<file path="src/verilog/uart_irq_map.vh">
`ifndef UART_IRQ_MAP_VH
`define UART_IRQ_MAP_VH

// Register addresses
`define ADR_STATUS   16'h4100
`define ADR_TXD      16'h4101
`define ADR_RXD      16'h4102
`define ADR_FORMAT   16'h4103
`define ADR_CONTROL  16'h4104
`define ADR_IRSETUP  16'h4105
`define ADR_DIVISOR  16'h4106
`define ADR_FINE     16'h4107
`define ADR_CLKSEL   16'h506c

// Status bits
`define ST_DONE  7
`define ST_FER   6
`define ST_PER   5
`define ST_OER   4
`define ST_RX_SECOND_BYTE_FLAG  3
`define ST_BUSY  2
`define ST_RX_DATA_READY_FLAG  1
`define ST_TX_BUFFER_EMPTY_FLAG  0
`define ST_W1C_LO 4

// Control bits
`define CTL_XFER   0
`define CTL_DEPTH  1
`define CTL_TX_EMPTY_IRQ_ENABLE   2
`define CTL_TX_END_IRQ_ENABLE  3
`define CTL_RX_FULL_IRQ_ENABLE   4
`define CTL_RX_ERROR_IRQ_ENABLE  5

// Frame format bits
`define FMT_STOP2  1
`define FMT_ODD    2
`define FMT_PAR    3
`define FMT_LEN8   4

// Infrared setup and clock select bits
`define IR_ENABLE  0
`define CK_ENABLE  0

// Writable bit masks
`define MASK_FORMAT  8'h1e
`define MASK_CONTROL 8'h3f
`define MASK_IRSETUP 8'h01
`define MASK_FINE    8'h0f
`define MASK_CLKSEL  8'h3f

// Reset values
`define RST_REG    8'h00
`define RST_TX_BUFFER_EMPTY_FLAG   1'b1

// Oversampling timing
`define OS_LAST    4'hf
`define OS_MID     4'h7
`define IR_TX_LOW  4'h3
`define IR_STRETCH 5'h10

`endif

</file>
<file path="src/verilog/uart_irq_status_irda.v">
// Notes on behaviour
// - One shared request line for all causes
// - Enables reset to 0 and gate causes
// - Buffer-to-shifter move sets empty flag, requests
// - Busy falling at frame end sets done flag, requests
// - Receive request at one or two bytes
// - Receive errors set flags and request
// - Infrared transmit low bit is 3-tick pulse
// - Infrared receive pulse stretched to 16 ticks
// - Pulse detector on the system clock
// - Infrared enable switches shaping into path
// - Infrared mode keeps all other behaviour
// - All registers eight bits wide
// - Done and error flags at D7..D4
// - Second byte, busy, ready flags read-only
// - Buffer empty flag D0 resets to 1
// - Error flags cleared by writing 1
// - Second byte flag clears on first read
`include "uart_irq_map.vh"

module uart_irq_status_irda (
	// Clock and reset
	input  wire       CLK,
	input  wire       RESET_N,
	// Register port
	input  wire [15:0] ADDR,
	input  wire [7:0]  WDATA,
	input  wire        WR,
	input  wire        RD,
	output reg  [7:0]  RDATA,
	// Serial line
	input  wire        SIN,
	output reg         SOUT,
	// Interrupt request
	output wire        IRQ
);

	localparam TS_IDLE  = 2'b01;
	localparam TS_SHIFT = 2'b10;
	localparam RS_IDLE  = 3'b001;
	localparam RS_START = 3'b010;
	localparam RS_DATA  = 3'b100;

	// Builds a frame LSB first: start, data, parity, stops
	function [11:0] tx_frame;
		input [7:0] d;
		input [7:0] m;
		reg   [11:0] f;
		reg          p;
		begin
			f = 12'hfff;
			p = ^(d & (m[`FMT_LEN8] ? 8'hff : 8'h7f)) ^ m[`FMT_ODD];
			f[0] = 1'b0;
			if (m[`FMT_LEN8]) begin
				f[8:1] = d;
				if (m[`FMT_PAR])
					f[9] = p;
			end else begin
				f[7:1] = d[6:0];
				if (m[`FMT_PAR])
					f[8] = p;
			end
			tx_frame = f;
		end
	endfunction

	reg        rst_meta_q;
	reg        rst_sync_q;
	wire       rst_n;

	reg  [7:0] fmt_q;
	reg  [7:0] ctl_q;
	reg  [7:0] irs_q;
	reg  [7:0] div_q;
	reg  [7:0] fine_q;
	reg  [7:0] cks_q;
	reg  [7:0] txd_q;

	reg  [7:0] os_cnt_q;
	reg        os_tick_q;

	reg  [1:0]  ts_q;
	reg  [11:0] tx_sh_q;
	reg  [3:0]  tx_bits_q;
	reg  [3:0]  tx_ph_q;
	reg         tx_buffer_empty_flag_q;
	reg         busy_q;
	reg         tx_end_q;

	reg         sin_prev_q;
	reg  [4:0]  ir_cnt_q;
	wire        rx_line;

	reg  [2:0]  rs_q;
	reg  [3:0]  rx_ph_q;
	reg  [3:0]  rx_idx_q;
	reg  [3:0]  rx_last_q;
	reg  [9:0]  rx_sh_q;
	reg         rx_push_q;
	reg  [7:0]  rx_byte_q;
	reg         rx_fe_q;
	reg         rx_pe_q;

	reg  [7:0]  fifo_mem [0:1];
	reg         wr_ptr_q;
	reg         rd_ptr_q;
	reg  [1:0]  fifo_cnt_q;

	reg  [7:4]  st_w1c_q;
	wire [7:4]  st_set;
	wire [7:4]  st_clr;

	wire xfer     = ctl_q[`CTL_XFER];
	wire ir_mode  = irs_q[`IR_ENABLE];
	wire wr_txd   = WR && (ADDR == `ADR_TXD);
	wire wr_stat  = WR && (ADDR == `ADR_STATUS);
	wire pop      = RD && (ADDR == `ADR_RXD) && (fifo_cnt_q != 2'd0);
	wire tx_load  = (ts_q == TS_IDLE) && !tx_buffer_empty_flag_q && xfer;
	wire push_ok  = rx_push_q && ((fifo_cnt_q != 2'd2) || pop);
	wire overrun  = rx_push_q && !push_ok;
	wire rx_data_ready_flag     = (fifo_cnt_q != 2'd0);
	wire rx_second_byte_flag     = (fifo_cnt_q == 2'd2);
	wire [7:0] status = {st_w1c_q, rx_second_byte_flag, busy_q, rx_data_ready_flag, tx_buffer_empty_flag_q};

	// Reset release through two flops
	always @(posedge CLK or negedge RESET_N) begin
		if (!RESET_N) begin
			rst_meta_q <= 1'b0;
			rst_sync_q <= 1'b0;
		end else begin
			rst_meta_q <= 1'b1;
			rst_sync_q <= rst_meta_q;
		end
	end
	assign rst_n = rst_sync_q;

	// Setup registers; reserved bits are masked off
	always @(posedge CLK or negedge rst_n) begin
		if (!rst_n) begin
			fmt_q  <= `RST_REG;
			ctl_q  <= `RST_REG;
			irs_q  <= `RST_REG;
			div_q  <= `RST_REG;
			fine_q <= `RST_REG;
			cks_q  <= `RST_REG;
			txd_q  <= `RST_REG;
		end else if (WR) begin
			case (ADDR)
			`ADR_FORMAT:  fmt_q  <= WDATA & `MASK_FORMAT;
			`ADR_CONTROL: ctl_q  <= WDATA & `MASK_CONTROL;
			`ADR_IRSETUP: irs_q  <= WDATA & `MASK_IRSETUP;
			`ADR_DIVISOR: div_q  <= WDATA;
			`ADR_FINE:    fine_q <= WDATA & `MASK_FINE;
			`ADR_CLKSEL:  cks_q  <= WDATA & `MASK_CLKSEL;
			`ADR_TXD:     txd_q  <= WDATA;
			default: ;
			endcase
		end
	end

	// Oversampling enable: one tick every divisor+1 cycles
	always @(posedge CLK or negedge rst_n) begin
		if (!rst_n) begin
			os_cnt_q  <= 8'h00;
			os_tick_q <= 1'b0;
		end else if (!cks_q[`CK_ENABLE]) begin
			os_cnt_q  <= 8'h00;
			os_tick_q <= 1'b0;
		end else if (os_cnt_q == div_q) begin
			os_cnt_q  <= 8'h00;
			os_tick_q <= 1'b1;
		end else begin
			os_cnt_q  <= os_cnt_q + 8'h01;
			os_tick_q <= 1'b0;
		end
	end

	// Transmit buffer and shifter
	always @(posedge CLK or negedge rst_n) begin
		if (!rst_n) begin
			ts_q      <= TS_IDLE;
			tx_sh_q   <= 12'hfff;
			tx_bits_q <= 4'h0;
			tx_ph_q   <= 4'h0;
			tx_buffer_empty_flag_q    <= `RST_TX_BUFFER_EMPTY_FLAG;
			busy_q    <= 1'b0;
			tx_end_q  <= 1'b0;
		end else begin
			tx_end_q <= 1'b0;
			// A new write wins over the load that empties the buffer
			if (wr_txd)
				tx_buffer_empty_flag_q <= 1'b0;
			else if (tx_load || !xfer)
				tx_buffer_empty_flag_q <= 1'b1;
			case (ts_q)
			TS_IDLE: begin
				if (tx_load) begin
					ts_q      <= TS_SHIFT;
					tx_sh_q   <= tx_frame(txd_q, fmt_q);
					tx_bits_q <= 4'd9 + {3'd0, fmt_q[`FMT_LEN8]} + {3'd0, fmt_q[`FMT_PAR]}
						+ {3'd0, fmt_q[`FMT_STOP2]};
					tx_ph_q   <= 4'h0;
					busy_q    <= 1'b1;
				end
			end
			TS_SHIFT: begin
				if (!xfer) begin
					// Abort drops the frame without signalling completion
					ts_q    <= TS_IDLE;
					busy_q  <= 1'b0;
					tx_sh_q <= 12'hfff;
				end else if (os_tick_q) begin
					tx_ph_q <= tx_ph_q + 4'h1;
					if (tx_ph_q == `OS_LAST) begin
						tx_sh_q   <= {1'b1, tx_sh_q[11:1]};
						tx_bits_q <= tx_bits_q - 4'h1;
						if (tx_bits_q == 4'h1) begin
							ts_q     <= TS_IDLE;
							busy_q   <= 1'b0;
							tx_end_q <= 1'b1;
						end
					end
				end
			end
			default: ts_q <= TS_IDLE;
			endcase
		end
	end

	// Line output, with optional return-to-zero shaping
	always @(posedge CLK or negedge rst_n) begin
		if (!rst_n)
			SOUT <= 1'b1;
		else if (ts_q != TS_SHIFT)
			SOUT <= 1'b1;
		else if (ir_mode)
			SOUT <= tx_sh_q[0] || (tx_ph_q >= `IR_TX_LOW);
		else
			SOUT <= tx_sh_q[0];
	end

	// Pulse detector sampled on every system clock, far finer than the shortest pulse
	always @(posedge CLK or negedge rst_n) begin
		if (!rst_n) begin
			sin_prev_q <= 1'b1;
			ir_cnt_q   <= 5'h00;
		end else begin
			sin_prev_q <= SIN;
			if (!ir_mode)
				ir_cnt_q <= 5'h00;
			else if (!SIN && sin_prev_q)
				ir_cnt_q <= `IR_STRETCH;
			else if (os_tick_q && (ir_cnt_q != 5'h00))
				ir_cnt_q <= ir_cnt_q - 5'h01;
		end
	end
	assign rx_line = ir_mode ? (ir_cnt_q == 5'h00) : SIN;

	// Receive shifter
	always @(posedge CLK or negedge rst_n) begin
		if (!rst_n) begin
			rs_q      <= RS_IDLE;
			rx_ph_q   <= 4'h0;
			rx_idx_q  <= 4'h0;
			rx_last_q <= 4'h0;
			rx_sh_q   <= 10'h000;
			rx_push_q <= 1'b0;
			rx_byte_q <= 8'h00;
			rx_fe_q   <= 1'b0;
			rx_pe_q   <= 1'b0;
		end else begin
			rx_push_q <= 1'b0;
			if (!xfer)
				rs_q <= RS_IDLE;
			else if (os_tick_q) begin
				case (rs_q)
				RS_IDLE: begin
					rx_ph_q <= 4'h0;
					if (!rx_line)
						rs_q <= RS_START;
				end
				RS_START: begin
					rx_ph_q <= rx_ph_q + 4'h1;
					if (rx_ph_q == `OS_MID) begin
						// Start bit is confirmed at mid bit
						rx_ph_q   <= 4'h0;
						rx_idx_q  <= 4'h0;
						rx_sh_q   <= 10'h000;
						rx_last_q <= 4'd7 + {3'd0, fmt_q[`FMT_LEN8]}
							+ {3'd0, fmt_q[`FMT_PAR]};
						rs_q      <= rx_line ? RS_IDLE : RS_DATA;
					end
				end
				RS_DATA: begin
					rx_ph_q <= rx_ph_q + 4'h1;
					if (rx_ph_q == `OS_LAST) begin
						rx_sh_q[rx_idx_q] <= rx_line;
						rx_idx_q <= rx_idx_q + 4'h1;
						if (rx_idx_q == rx_last_q) begin
							// Only the first stop bit is checked
							rs_q      <= RS_IDLE;
							rx_push_q <= 1'b1;
							rx_fe_q   <= !rx_line;
							if (fmt_q[`FMT_LEN8]) begin
								rx_byte_q <= rx_sh_q[7:0];
								rx_pe_q   <= fmt_q[`FMT_PAR]
									&& (^rx_sh_q[8:0] ^ fmt_q[`FMT_ODD]);
							end else begin
								rx_byte_q <= {1'b0, rx_sh_q[6:0]};
								rx_pe_q   <= fmt_q[`FMT_PAR]
									&& (^rx_sh_q[7:0] ^ fmt_q[`FMT_ODD]);
							end
						end
					end
				end
				default: rs_q <= RS_IDLE;
				endcase
			end
		end
	end

	// Two-entry receive buffer; a full buffer keeps its data on overrun
	always @(posedge CLK or negedge rst_n) begin
		if (!rst_n) begin
			wr_ptr_q    <= 1'b0;
			rd_ptr_q    <= 1'b0;
			fifo_cnt_q  <= 2'd0;
			fifo_mem[0] <= 8'h00;
			fifo_mem[1] <= 8'h00;
		end else begin
			if (push_ok) begin
				fifo_mem[wr_ptr_q] <= rx_byte_q;
				wr_ptr_q <= ~wr_ptr_q;
			end
			if (pop)
				rd_ptr_q <= ~rd_ptr_q;
			if (push_ok && !pop)
				fifo_cnt_q <= fifo_cnt_q + 2'd1;
			else if (pop && !push_ok)
				fifo_cnt_q <= fifo_cnt_q - 2'd1;
		end
	end

	// Sticky done and error flags, write 1 to clear, set wins
	assign st_set = {tx_end_q, push_ok && rx_fe_q, push_ok && rx_pe_q, overrun};
	assign st_clr = wr_stat ? WDATA[7:4] : 4'h0;
	genvar gi;
	generate
		for (gi = `ST_W1C_LO; gi <= `ST_DONE; gi = gi + 1) begin : g_w1c
			always @(posedge CLK or negedge rst_n) begin
				if (!rst_n)
					st_w1c_q[gi] <= 1'b0;
				else if (st_set[gi])
					st_w1c_q[gi] <= 1'b1;
				else if (st_clr[gi])
					st_w1c_q[gi] <= 1'b0;
			end
		end
	endgenerate

	// Read data stands in the cycle after the strobe only
	always @(posedge CLK or negedge rst_n) begin
		if (!rst_n)
			RDATA <= 8'h00;
		else if (!RD)
			RDATA <= 8'h00;
		else begin
			case (ADDR)
			`ADR_STATUS:  RDATA <= status;
			`ADR_TXD:     RDATA <= txd_q;
			`ADR_RXD:     RDATA <= rx_data_ready_flag ? fifo_mem[rd_ptr_q] : 8'h00;
			`ADR_FORMAT:  RDATA <= fmt_q;
			`ADR_CONTROL: RDATA <= ctl_q;
			`ADR_IRSETUP: RDATA <= irs_q;
			`ADR_DIVISOR: RDATA <= div_q;
			`ADR_FINE:    RDATA <= fine_q;
			`ADR_CLKSEL:  RDATA <= cks_q;
			default:      RDATA <= 8'h00;
			endcase
		end
	end

	// Level request while any enabled cause flag is set; busy never requests
	assign IRQ = (ctl_q[`CTL_TX_EMPTY_IRQ_ENABLE] && tx_buffer_empty_flag_q)
		|| (ctl_q[`CTL_TX_END_IRQ_ENABLE] && st_w1c_q[`ST_DONE])
		|| (ctl_q[`CTL_RX_FULL_IRQ_ENABLE] && (ctl_q[`CTL_DEPTH] ? rx_second_byte_flag : rx_data_ready_flag))
		|| (ctl_q[`CTL_RX_ERROR_IRQ_ENABLE] && (|st_w1c_q[`ST_FER:`ST_OER]));

endmodule // uart_irq_status_irda

</file>
<file path="config.mk">
export PLATFORM = sky130hd
export DESIGN_NAME = uart_irq_status_irda
export DESIGN_NICKNAME = d
export VERILOG_FILES = /design/src/verilog/uart_irq_status_irda.v
export VERILOG_INCLUDE_DIRS = /design/src /design/src/verilog
export SDC_FILE = /design/constraint.sdc
export NUM_CORES = 1
export LEC_CHECK = 0
export BUFFER_PORTS_ARGS = -buffer_cell sky130_fd_sc_hd__buf_2
export CAP_MARGIN = 5
export CORE_UTILIZATION = 43
export CTS_CLUSTER_SIZE = 30
export DETAILED_ROUTE_END_ITERATION = 12
export PLACE_DENSITY_LB_ADDON = 0.15
export REMOVE_ABC_BUFFERS = 1
export SKIP_LAST_GASP = 1
export SLEW_MARGIN = 10
export SYNTH_ARGS = -nofsm -noshare
export SYNTH_HDL_FRONTEND = slang
export SYNTH_SLANG_ARGS = --single-unit
export TNS_END_PERCENT = 30
</file>
<file path="constraint.sdc">
create_clock -name CLK -period 7.5 [get_ports CLK]
set_input_delay 0.375 -clock CLK [delete_from_list [all_inputs] [get_ports CLK]]
set_output_delay 0.375 -clock CLK [all_outputs]
set_load 0.01 [all_outputs]
</file>
Yosys cells after proc, flatten, opt, wreduce, memory -nomap -nowiden
Cells that the tools add are included.
{"block": "totals", "word_cells": 266, "ff_bits": 148}
{"block": "op_classes", "add_sub_neg": 13, "magnitude_cmp": 6, "muxes": 94, "n_reduce_logical": 67, "eq_ne": 38, "n_bitwise": 8}
{"cell": "== test 16 x 15 -> 1 bit, second input constant", "count": 9}
{"cell": "two-way mux 8 bit", "count": 11}
{"cell": "case mux 8 bit (9 select lines)", "count": 1}
{"cell": "two-way mux 12 bit", "count": 4}
{"cell": "two-way mux 4 bit", "count": 11}
{"cell": "two-way mux 1 bit", "count": 35}
{"cell": "AND reduction 5 bit", "count": 5}
{"cell": "case mux 12 bit (2 select lines)", "count": 1}
{"cell": "case mux 4 bit (2 select lines)", "count": 3}
{"cell": "logical AND 1 bit", "count": 22}
{"cell": "two-way mux 3 bit", "count": 7}
{"cell": "inequality test 3 bit, second input constant", "count": 7}
{"cell": "two-way mux 10 bit", "count": 2}
{"cell": "case mux 10 bit (2 select lines)", "count": 1}
{"cell": "nonzero test 2 bit", "count": 9}
{"cell": "bitwise mux 16 bit", "count": 1}
{"cell": "inequality test 2 bit, second input constant", "count": 8}
{"cell": "AND reduction 4 bit", "count": 4}
{"cell": "parity 8 bit", "count": 2}
{"cell": "two-way mux 5 bit", "count": 3}
{"cell": "two-way mux 2 bit", "count": 7}
{"cell": "AND reduction 2 bit", "count": 7}
{"cell": "adder 4 x 1 -> 4 bit", "count": 3}
{"cell": "adder 4 x 1 -> 4 bit, second input constant", "count": 3}
{"cell": "other kinds (43)", "count": 60}

Longest topological paths before layout
{"block": "logic_depth", "word_depth": 9, "mapped_depth": 9}

Least setup slack after synthesis
Ideal clock, no wire load.
{"block": "synth_timing", "path_type": "input to register", "startpoint": "in ADDR[4]", "endpoint": "reg fifo_cnt_q[1]", "setup_time_ns": 0.079, "setup_slack_ns": 5.031, "path_buffers": 1, "arrival_time_ns": 2.390, "stages": 8, "path_cell_list": "or4_1 -> nor3_4 -> and3b_1 -> clkbuf_1 -> nand2_1 -> ha_1 -> nor2_1 -> xor2_1"}
{"block": "synth_via", "elab_chain_len": 8}
{"element": "start, declared", "line": "uart_irq_status_irda.v:26", "source": "input wire [15:0] ADDR,"}
{"element": "== test 16 x 15 -> 1 bit *"}
{"element": "logical AND 1 bit * (2 in series)", "line": "uart_irq_status_irda.v:117", "source": "wire pop = RD && (ADDR == `ADR_RXD) && (fifo_cnt_q != 2'd0);"}
{"element": "logical OR 1 bit", "line": "uart_irq_status_irda.v:119", "source": "wire push_ok = rx_push_q && ((fifo_cnt_q != 2'd2) || pop);"}
{"element": "logical AND 1 bit", "line": "uart_irq_status_irda.v:119"}
{"element": "zero test 1 bit", "line": "uart_irq_status_irda.v:339", "source": "else if (pop && !push_ok)"}
{"element": "logical AND 1 bit", "line": "uart_irq_status_irda.v:339"}
{"element": "nonzero test 2 bit (no source line)"}
{"element": "end signal, assigned", "line": "uart_irq_status_irda.v:338", "source": "fifo_cnt_q <= fifo_cnt_q + 2'd1;"}
{"element": "end signal, assigned", "line": "uart_irq_status_irda.v:340", "source": "fifo_cnt_q <= fifo_cnt_q - 2'd1;"}
{"element": "end, declared", "line": "uart_irq_status_irda.v:107", "source": "reg [1:0] fifo_cnt_q;"}
Mark *: on every way between the ends. The rest lies on a longest branch, timed or not.
A chain may end at the register's enable or synchronous reset.

Worst setup path in the final report
Same ends and word-level chain as after synthesis.

==> impl_metrics.tcl <==
set metrics [dict create \
    status "finished, final reports clean" \
    fillCellCount 1530 \
    synth.top_cell.area_share 0.4472 \
    post-cts-setup-buffer-count 0 \
    dr_total_vias 5079 \
    vias_per_cell 5.491 \
    insertion_delay_ns 0.43 \
    die_area_um2 17310 \
    leakage_uw 0.003744 \
    cts_tree "built" \
    utilization 0.5002 \
    setup_viol 0 \
    grtUsageTotal 0.2053 \
    fin_crit_ns 2.401 \
    syn_area_um2 7218 \
    grt_max_degree 73 \
    required_ns 7.81 \
    place_congestion 0.8541 \
    min_period_over_period 0.3201 \
    first_global_vias 5129 \
    tightest_slew_ns 0.9274 \
    grt_pass1_wl_um 27480 \
    core-area_um2 16470 \
    cp-end-kind "flop" \
    area_delta_synth_final_pct 14.11 \
    synth_seq_cells 144 \
    hp-class "in -> reg" \
    die_w_um 131.6 \
    drt_iter0_drc 425 \
    placed_cells 892 \
    drtPass1Iterations 5 \
    antenna_found_initial 0 \
    die-height_um 131.6 \
    cts.sinks 144 \
    drive_above_1_share 0.2454 \
    yosys_warnings 0 \
    detail_route.wl_per_cell_um 17.92 \
    clock_path_buffers 2 \
    power_density_nw_per_um2 205.3 \
    ys_types 62 \
    cp-start-kind "input port" \
    hpwl_um 11870 \
    tns_ns 0 \
    diodes 0 \
    ant_nets 0 \
    maxCapViolCount 0 \
    cts-root-buf "clkbuf_16" \
    numCtsBuffers 17 \
    ir_worst_vdd_uv 177.3 \
    ys_dominant_reg_cell "dfrtp_1" \
    cts.reportedPaths.clkPinSlew_ns 0.06 \
    drt-total-wl_um 16570 \
    rsz0062_at_grt "no" \
    row_count 47 \
    synth_edf_count 0 \
    worstPathArrival_ns 2.71 \
    synth_cells 653 \
    synth_top_area_cell "dfrtp_1" \
    timing.fmax_mhz 416.5 \
    place_area_um2 7631 \
    hold_buffers 1 \
    yosysSeqAreaShare 0.5018 \
    cts_max_level 4 \
    cts_resized 0 \
    grt_overflow_total 0 \
    relSlewSlack 0.3817 \
    crit_type "in -> reg" \
    synth_area_leaders "dfrtp_1 45%, mux2_2 9.5%, dfstp_2 5.5%" \
    final_cells 925 \
    final_nets 737 \
    start_util 0.4384 \
    drt_drc_violations_left 0 \
    final_cell_area_um2 8237 \
    path_max_fanout 10 \
    async_flop_share 1.000 \
    syn_avg_cell_area_um2 11.05 \
    port_buffers 38 \
    skew_ns 0.006908 \
    pin_count 39 \
    slew_viol_final 0 \
    hold_viol 0 \
]
critical path, cell delays in order:
cell and delay (ns):
buf_2 0.10, or4_1 0.66, nor3_4 0.40, a31oi_4 0.20, nor2b_1 0.37, ha_1 0.25, xor2_1 0.15, nor2_1 0.07
xor2_1 0.14
Yosys cell counts, types with 5 or more instances:
library cell,instances
dfrtp_1,129
mux2_2,61
nand2_1,55
nor2_1,45
o21ai_0,35
xnor2_1,25
inv_1,24
nand3_1,22
xor2_1,22
a21oi_1,18
clkbuf_1,18
ha_1,16
dfstp_2,15
mux2i_1,14
o22ai_1,12
a22oi_1,9
nor4_1,9
and3_1,8
mux2_4,8
nor3_1,8
a31oi_1,6
o31ai_1,6
nand2b_1,5
nand4b_1,5
nor2b_1,5
where the power goes:
part	total, uW	internal (uW)	switching [uW]
clock	862	523	338
sequential	788	780	8.74
combinational	41.1	12.8	28.3
total	1690	1320	375
layout make-up:
cell class / count / area (um^2) / area share
sequential: 144 / 3626 / 0.4402
multi-input combinational: 463 / 3427 / 0.4161
clock buffer: 19 / 432.9 / 0.05256
tap: 220 / 275.3 / 0.03342
timing repair buffer: 42 / 222.7 / 0.02704
clock inverter: 13 / 162.7 / 0.01975
inverter: 24 / 90.09 / 0.01094
through the flow:
stage	hold WS [ns]	total power [uW]	setup WS, ns
final	0.06145	1691	5.099
after global placement	0.1592	842.7	4.741
after floorplan	0.07941	818.2	3.217
after detailed placement	0.1607	843.9	4.691
after CTS	0.04677	1710	5.124
after global routing	0.04113	1755	4.974
final timing paths:
kind	from	endpoint	slack, ns	cells after the start
setup reg to reg	ctl_q[0]$_DFFE_PN0P_	rx_sh_q[2]$_DFFE_PN0P_	5.43	5
hold / removal	SIN	sin_prev_q$_DFF_PN1_	0.06	1
min in group asynchronous	RESET_N	rst_n$_DFF_PN0_	0.26	2
setup / recovery	ADDR[4]	fifo_cnt_q[1]$_DFFE_PN0P_	5.10	9
hold reg to reg	rst_meta_q$_DFF_PN0_	rst_n$_DFF_PN0_	0.36	0
max in group asynchronous	rst_n$_DFF_PN0_	rx_byte_q[3]$_DFFE_PN0P_	5.57	1
per-layer routing:
layer	vias to the layer above	track usage	share of wire	wire length, um
li1	2427	-	-	-
met1	2528	0.2690	0.47	7810
met2	94	0.3192	0.47	7735
met3	30	0.05787	0.043	705
met4	0	0.08398	0.019	320
met5	-	0	0	0
flip-flops by register name, summed over array words and instances (netlist names), 2 cells and up:
register and count:
fifo_mem 16, tx_sh_q 10, rx_sh_q 9, RDATA 8, div_q 8, os_cnt_q 8, rx_byte_q 8, txd_q 8
cks_q 6, ctl_q 6, ir_cnt_q 5, fine_q 4, fmt_q 4, rx_idx_q 4, rx_ph_q 4, st_w1c_q 4
tx_bits_q 4, tx_ph_q 4, rs_q 3, rx_last_q 3, fifo_cnt_q 2, ts_q 2
logic make-up (layout without fill, tap and decap cells):
group	Yosys count	after routing	synth area share
multiplexers	83	83	0.1312
other	1	1	0.0005195
adder cells (fa/ha/maj)	16	16	0.02773
AO/OA/AOI/OAI	111	111	0.09915
AND/OR/NAND/NOR	205	205	0.1583
flip-flops	144	144	0.5018
XOR/XNOR	47	47	0.05703
buffers and inverters	46	98	0.02427
layout by cell type, fill, tap and decap left out, types with 9 or more instances in the layout:
cell type and instances:
mux2_2 61, a21oi_1 18, mux2i_1 14, ha_1 16
inv_1 24, o21ai_0 35, dfstp_2 15, xnor2_1 25
o22ai_1 12, nor2_1 45, dfrtp_1 128, clkbuf_16 17
xor2_1 22, a22oi_1 9, nand3_1 22, nand2_1 55
buf_2 38
No activity file was read; power rests on OpenSTA's default activity.
